[src/hdl/asop_pkg.sv]
// Package for the sample output port: widths, codes, latency and carrier types
package asop_pkg;
    localparam int ASOP_CODE_W = 12;
    localparam int ASOP_LATENCY = 6;
    localparam int ASOP_CLK_HZ = 25000000;
    localparam int ASOP_MIN_RATE_MSPS = 40;
    localparam logic [11:0] ASOP_CODE_ZERO = 12'h000;
    localparam logic [11:0] ASOP_CODE_MID = 12'h800;
    localparam logic [11:0] ASOP_CODE_FULL = 12'hfff;
    localparam logic [11:0] ASOP_SIGN_FLIP = 12'h800;
    localparam int ASOP_FS_REF_MULT = 2;

    typedef enum logic [0:0] {
        ASOP_ACTIVE = 1'b0,
        ASOP_POWER_DOWN = 1'b1
    } asop_mode_t;

    typedef struct packed {
        logic [11:0] data;
        logic [11:0] oe;
    } asop_pins_t;
endpackage

[src/hdl/asop_port.sv]
// Digital side of the pipelined 12-bit converter: sampling, coding, output pins
`timescale 1ns/1ps
module asop_port
    import asop_pkg::*;
#(
    parameter int LATENCY = ASOP_LATENCY
) (
    input wire logic core_clk_in,
    input wire logic rst_in,
    // Quantiser result in two's complement, already scaled to 2*Vref full scale
    input wire logic signed [11:0] quant_in,
    input wire logic output_enable_n_in,
    input wire logic power_down_req_in,
    output logic [11:0] sample_code_bus_out,
    output logic [11:0] sample_code_bus_oe_out,
    output logic mode_out
);

    ////////////////////////////////////////////////////////////////////////////
    // Pin synchronisers
    logic oe_n_meta_reg;
    logic oe_n_sync_reg;
    logic power_down_meta_reg;
    logic power_down_sync_reg;

    always_ff @(posedge core_clk_in) begin
        if (rst_in) begin
            oe_n_meta_reg <= 1'b1;
            oe_n_sync_reg <= 1'b1;
            power_down_meta_reg <= 1'b0;
            power_down_sync_reg <= 1'b0;
        end else begin
            oe_n_meta_reg <= output_enable_n_in;
            oe_n_sync_reg <= oe_n_meta_reg;
            power_down_meta_reg <= power_down_req_in;
            power_down_sync_reg <= power_down_meta_reg;
        end
    end

    ////////////////////////////////////////////////////////////////////////////
    // Mode
    asop_mode_t mode_reg;

    always_ff @(posedge core_clk_in) begin
        if (rst_in) begin
            mode_reg <= ASOP_ACTIVE;
        end else begin
            mode_reg <= power_down_sync_reg ? ASOP_POWER_DOWN : ASOP_ACTIVE;
        end
    end

    ////////////////////////////////////////////////////////////////////////////
    // Sample pipeline
    logic [11:0] code_next;
    logic [11:0] pipe_reg [LATENCY];
    logic [LATENCY-1:0] vld_reg;

    // Flipping the sign bit maps -2048..2047 onto 000..fff
    assign code_next = 12'(quant_in) ^ ASOP_SIGN_FLIP;

    always_ff @(posedge core_clk_in) begin
        if (rst_in) begin
            vld_reg <= '0;
            for (int i = 0; i < LATENCY; i++) begin
                pipe_reg[i] <= ASOP_CODE_ZERO;
            end
        end else if (mode_reg == ASOP_ACTIVE) begin
            // One word per rising edge, no gaps
            pipe_reg[0] <= code_next;
            vld_reg[0] <= 1'b1;
            for (int i = 1; i < LATENCY; i++) begin
                pipe_reg[i] <= pipe_reg[i-1];
                vld_reg[i] <= vld_reg[i-1];
            end
        end else begin
            vld_reg <= '0;
        end
    end

    ////////////////////////////////////////////////////////////////////////////
    // Output pins
    always_ff @(posedge core_clk_in) begin
        if (rst_in) begin
            sample_code_bus_out <= ASOP_CODE_ZERO;
            sample_code_bus_oe_out <= '0;
            mode_out <= 1'b0;
        end else begin
            if (mode_reg == ASOP_ACTIVE) begin
                sample_code_bus_out <= pipe_reg[LATENCY-1];
            end
            sample_code_bus_oe_out <= {ASOP_CODE_W{~oe_n_sync_reg}};
            mode_out <= mode_reg;
        end
    end

    ////////////////////////////////////////////////////////////////////////////
    // Fill tracking for the checks: active edges since reset or the last stop
    localparam int RUN_W = $clog2(LATENCY + 1);
    localparam int OUT_DELAY = LATENCY + 1;
    logic [RUN_W-1:0] run_cnt_reg;

    always_ff @(posedge core_clk_in) begin
        if (rst_in) begin
            run_cnt_reg <= '0;
        end else if (mode_reg != ASOP_ACTIVE) begin
            run_cnt_reg <= '0;
        end else if (run_cnt_reg != RUN_W'(LATENCY)) begin
            run_cnt_reg <= run_cnt_reg + 1'b1;
        end
    end
endmodule

[config.mk]
export PLATFORM = sky130hd
export DESIGN_NAME = asop_port
export DESIGN_NICKNAME = d
export VERILOG_FILES = /design/src/hdl/asop_pkg.sv /design/src/hdl/asop_port.sv
export SDC_FILE = /design/constraint.sdc
export NUM_CORES = 1
export LEC_CHECK = 0
export ABC_AREA = 1
export BUFFER_PORTS_ARGS = -buffer_cell sky130_fd_sc_hd__buf_4
export CORE_MARGIN = 2
export CORE_UTILIZATION = 60
export DETAILED_ROUTE_END_ITERATION = 10
export GPL_TIMING_DRIVEN = 0
export PLACE_DENSITY = 0.82
export SKIP_LAST_GASP = 1
export SYNTH_ARGS = -nofsm -noshare
export SYNTH_HDL_FRONTEND = slang
export SYNTH_SLANG_ARGS = --single-unit
[constraint.sdc]
create_clock -name core_clk_in -period 6.5 [get_ports core_clk_in]
set_input_delay 0.975 -clock core_clk_in [delete_from_list [all_inputs] [get_ports core_clk_in]]
set_output_delay 0.975 -clock core_clk_in [all_outputs]
set_load 0.1 [all_outputs]
==> results.json, run 1 <==
{
  "hold_viol": 0,
  "synth_seq_cells": 91,
  "path_cells": "buf_4, buf_4",
  "first_pass_iters": 4,
  "path_class": "register to primary output",
  "yosys.area.top_type_share_pct": 62.2,
  "avgRoutedWirePerCell_um": 11.1,
  "place_congestion": 0.648,
  "cts_resized": 0,
  "cts_inserted_buffers": 9,
  "core_area_um2": 5540,
  "ir_drop_mv": 0.228,
  "status": "completed",
  "largest_reg_flops": 72,
  "layout-drive-gt1-share_pct": 23.0,
  "root_buffer": "clkbuf_8",
  "cts_tree": "done",
  "finalMaxSlewViolations": 0,
  "ys_warn_count": 0,
  "holdWs_ps": 386,
  "drc": 0,
  "syn_inst": 305,
  "fmax_mhz": 434,
  "syn_nets": 321,
  "r2r_end": "pipe_reg[1][3]",
  "fin_nets": 372,
  "grt_max_degree": 74,
  "initial_utilization_pct": 62.7,
  "rsz0062_at_grt": "no",
  "cts.sinks": 91,
  "finalSetupTns_ps": 0,
  "ios": 41,
  "postCtsSetupBuffers": 0,
  "crit_path_top_delay_cell": "dfxtp_1",
  "dr_total_vias": 1956,
  "crit_arrival_ps": 1330,
  "globalRouteOverflowTotal": 0,
  "clk_pin_slew_worst_paths_ps": 80,
  "grt_antenna_before_repair": 0,
  "yosysTopAreaCell": "edfxtp_1",
  "grt_pass1_wl_mm": 7.89,
  "worstSetupStartpointType": "register",
  "slew_headroom_pct": 39.9,
  "dpl_cell_area_um2": 3870,
  "postRouteAntennaNets": 0,
  "power_per_cell_area_nw_per_um2": 270,
  "synth.yosys.seq_area_share_pct": 73.1,
  "p_leak_uw": 0.00186,
  "rows": 27,
  "hold_path_depth": 1,
  "fin_crit_sh_pct": 35.4,
  "die_h_um": 80.1,
  "htree_levels": 3,
  "area_growth_syn_to_layout_pct": 16.8,
  "syn_area_per_cell_um2": 11.4,
  "synth_area_leaders": "edfxtp_1, dfxtp_1, nor2_1",
  "clock_path_buffers": 2,
  "setup_viol": 0,
  "fp.dieArea_um2": 6420,
  "fin_area_um2": 4060,
  "ys_types": 13,
  "synth_area_um2": 3480,
  "wl_mm": 4.80,
  "drt_iter0_markers": 106,
  "fin_skew_ps": 7.04,
  "worstMarginPinSlew_ps": 900,
  "n_antenna_cell": 0,
  "io_buffers": 40,
  "place_ws_ps": 4230,
  "viasPerCell": 4.52,
  "hold_buffers": 0,
  "fin_total_pwr_uw": 1090,
  "min-delay-start": "oe_n_sync_reg",
  "hpwlAfterDp_mm": 3.01,
  "grt_pass1_vias": 1903,
  "worst_path_largest_cell_delay_ps": 530,
  "hold_path_end": "sample_code_bus_oe_out[0]",
  "n_fill_cell": 379,
  "floorplan.die.width_um": 80.1,
  "crit_top_cell": "buf_4",
  "worstReg2RegStart": "mode_reg",
  "reg2reg_depth": 2,
  "fin_crit_ps": 2300,
  "r2r_setup_slack_ps": 4810,
  "grt.total_usage_pct": 16.7,
  "clk_latency_ps": 350,
  "hold_path.class": "register to register",
  "layout_setup_ws_ps": 4200,
  "crit_fanout": 12,
  "cap_violations": 0,
  "worstPathRequired_ps": 5520,
  "endpoint_kind": "primary output"
}
worst max path at each step:
stage	from	endpoint	slack, ps
final	sample_code_bus_oe_out[0]	sample_code_bus_oe_out[9]	4200
after global placement	rst_in	pipe_reg[0][8]	2790
after floorplan	rst_in	pipe_reg[0][0]	3510
after CTS	sample_code_bus_oe_out[0]	sample_code_bus_oe_out[9]	4170
after detailed placement	rst_in	pipe_reg[0][1]	4230
after global routing	sample_code_bus_oe_out[0]	sample_code_bus_oe_out[2]	4110
kinds of logic (layout without fill, tap and decap cells):
logic type             Yosys count  in the layout  synth area share [%]
and+or+nand+nor                116            116                  13.3
DFF                             91             91                  73.1
buffers and inverters           98            154                  13.5
synthesized netlist by cell type (all sizes together):
cell,count
dfxtp,19
nand2,25
inv,77
nand3,12
edfxtp,72
or2,2
buf,21
nor2,77
metrics by stage:
| stage | std cells | util [%] |
|---|---|---|
| 6_report | 433 | 73.3 |
| 5_1_grt | 433 | 73.3 |
| 4_1_cts | 433 | 73.3 |
| 3_5_place_dp | 417 | 69.9 |
| 3_3_place_gp | 417 | 69.8 |
| 2_1_floorplan | 305 | - |
power breakdown:
| group | switching, uW | internal [uW] | total [uW] |
|---|---|---|---|
| logic | 56.5 | 26.9 | 83.4 |
| clock network | 183 | 169 | 353 |
| registers | 7.70 | 651 | 659 |
worst max-delay path, delay by kind of cell, from the launching register on:
family                 cells  cell delay, ps
buffers and inverters      2             450
DFF                        1             530
layout make-up:
cell class / count / area (um^2) / share of cell area [%]
sequential: 91 / 2540 / 62.6
multi-input combinational: 116 / 470 / 11.6
timing repair buffer: 40 / 300 / 7.39
inverter: 77 / 292 / 7.18
buffer: 21 / 179 / 4.41
clock buffer: 11 / 163 / 4.00
tap: 72 / 90.1 / 2.22
clock inverter: 5 / 25.0 / 0.616
cell usage in the layout (no fill, tap or decap), types with 2 or more instances in the layout:
master and n:
buf_2 2, edfxtp_1 72, dfxtp_1 19, clkinv_2 5, nand2_1 24, buf_6 7, clkbuf_8 10, inv_1 75
buf_4 52, nand3_1 12, nor2_1 76, or2_2 2
metal layers:
| metal | part of all wire, % | up-vias | GRT usage, % |
|---|---|---|---|
| met5 | 0 | - | 0 |
| met2 | 55 | 49 | 32.5 |
| met4 | 2.0 | 0 | 9.15 |
| met1 | 38 | 884 | 15.9 |
| li1 | - | 1013 | - |
| met3 | 4.5 | 10 | 3.48 |
Power figures use the tool's default switching activity.
==> inputs of run 2 (changes only) <==
--- a/config.mk
+++ b/config.mk
@@ -8,10 +8,10 @@
 export ABC_AREA = 1
 export BUFFER_PORTS_ARGS = -buffer_cell sky130_fd_sc_hd__buf_4
 export CORE_MARGIN = 2
-export CORE_UTILIZATION = 60
+export CORE_UTILIZATION = 51
 export DETAILED_ROUTE_END_ITERATION = 10
 export GPL_TIMING_DRIVEN = 0
-export PLACE_DENSITY = 0.82
+export PLACE_DENSITY = 0.74
 export SKIP_LAST_GASP = 1
 export SYNTH_ARGS = -nofsm -noshare
 export SYNTH_HDL_FRONTEND = slang
==> constraint.sdc (replaced) <==
create_clock -name core_clk_in -period 2.05 [get_ports core_clk_in]
set_input_delay 0.3075 -clock core_clk_in [delete_from_list [all_inputs] [get_ports core_clk_in]]
set_output_delay 0.3075 -clock core_clk_in [all_outputs]
set_load 0.1 [all_outputs]
==> results.json, run 2 (synthesized netlist as in run 1, its figures left out) <==
{
  "status": "completed",
  "fin_nets": 372,
  "die_h_um": 86.6,
  "ios": 41,
  "cts_inserted_buffers": 9,
  "viasPerCell": 4.30,
  "clock_path_buffers": 2,
  "endpoint_kind": "register",
  "area_growth_syn_to_layout_pct": 17.6,
  "fin_crit_sh_pct": 82.8,
  "clk_latency_ps": 340,
  "layout-drive-gt1-share_pct": 21.9,
  "layout.cells.most_common": "nor2_1",
  "slew_headroom_pct": 39.2,
  "n_antenna_cell": 0,
  "n_fill_cell": 515,
  "grt.total_usage_pct": 13.6,
  "worstPathRequired_ps": 1940,
  "hold_path.class": "input pin to register",
  "hold_viol": 0,
  "r2r_setup_slack_ps": 350,
  "drc": 0,
  "first_pass_iters": 4,
  "worstMarginPinSlew_ps": 912,
  "hpwlAfterDp_mm": 2.88,
  "ir_drop_mv": 0.447,
  "crit_arrival_ps": 1590,
  "rsz0062_at_grt": "no",
  "dp_cells": 425,
  "cap_violations": 0,
  "fmax_mhz": 589,
  "cts.sinks": 91,
  "place_congestion": 0.707,
  "setup_viol": 0,
  "fin_crit_ps": 1700,
  "crit_fanout": 73,
  "postCtsSetupBuffers": 0,
  "worstSetupStartpoint": "mode_reg",
  "p_leak_uw": 0.00185,
  "drt_iter0_markers": 97,
  "fp.dieArea_um2": 7490,
  "io_buffers": 40,
  "floorplan.die.width_um": 86.6,
  "path_class": "register to register",
  "dr_total_vias": 1897,
  "worstReg2RegStart": "mode_reg",
  "place_ws_ps": 343,
  "fin_skew_ps": 8.25,
  "largest_reg_flops": 72,
  "cts_resized": 0,
  "r2r_end": "pipe_reg[1][1]",
  "grt_pass1_vias": 1810,
  "initial_utilization_pct": 52.0,
  "endpoint": "pipe_reg[1][1]",
  "worstSetupStartpointType": "register",
  "cts_tree": "done",
  "most-common-layout-cells": "nor2_1, inv_1, edfxtp_1, buf_4, nand2_1",
  "layout.cells.non_filler": 441,
  "wl_mm": 4.46,
  "rows": 30,
  "finalMaxSlewViolations": 0,
  "globalRouteOverflowTotal": 0,
  "grt_antenna_before_repair": 0,
  "root_buffer": "clkbuf_8",
  "postRouteAntennaNets": 0,
  "grt_max_degree": 74,
  "avgRoutedWirePerCell_um": 10.1,
  "layout_setup_ws_ps": 352,
  "power_per_cell_area_nw_per_um2": 878,
  "htree_levels": 3,
  "grt_pass1_wl_mm": 7.62,
  "clk_pin_slew_worst_paths_ps": 70,
  "finalSetupTns_ps": 0,
  "hold_buffers": 0,
  "reg2reg_depth": 2,
  "core_area_um2": 6680,
  "utilization_pct": 61.2
}
[run 2: cell types whose count changed in the layout (fill, tap and decap cells not counted), sizes merged]
| cell | change |
|---|---|
| clkinv | -4 |
| bufinv | +2 |
| clkbuf | +2 |
[run 2: report_power, final]
group / internal (uW) / switching, uW / total, uW / leakage (uW)
clock network: 688 / 551 / 1240 / 0.000102
registers: 2060 / 23.0 / 2090 / 0.00101
logic: 85.2 / 177 / 262 / 0.000737
total: 2840 / 751 / 3590 / 0.00185
[run 2: stage by stage]
step                hold WS (ps)  power, uW  area (um^2)
global placement             366       2380         3880
CTS                          143       3630         4090
floorplan                    363       2320         3480
finish                       160       3590         4090
global route                 150       3730         4090
detailed placement           374       2390         3880
[run 2: worst min path at each step]
stage	start	slack [ps]	cells after the start	endpoint
3_5_place_dp	oe_n_sync_reg	370	1	sample_code_bus_oe_out[0]
5_1_grt	output_enable_n_in	150	2	oe_n_meta_reg
3_3_place_gp	oe_n_sync_reg	370	1	sample_code_bus_oe_out[0]
2_1_floorplan	oe_n_sync_reg	360	1	sample_code_bus_oe_out[0]
4_1_cts	output_enable_n_in	140	2	oe_n_meta_reg
6_report	output_enable_n_in	160	2	oe_n_meta_reg
[run 2: per-layer routing]
metal	track usage [%]	wire length, um	vias to the layer above
met5	0	0	-
met4	5.97	72	0
met3	4.95	241	5
met2	24.9	2390	45
met1	13.8	1760	837
li1	-	-	1010
[run 2: cell type report]
class	instances	area (um^2)	area share, %
plain buffers	21	179	4.38
clock buffers	13	139	3.40
clock inverters	3	65.1	1.59
inverters	77	292	7.13
multi-input cells	116	470	11.5
flip-flops and latches	91	2540	62.2
well taps	80	100	2.45
repair buffers	40	300	7.35
[run 2: worst max-delay path: stages (launching register included)]
cell and delay, ps:
dfxtp_1 440, buf_2 270, nand2_4 500
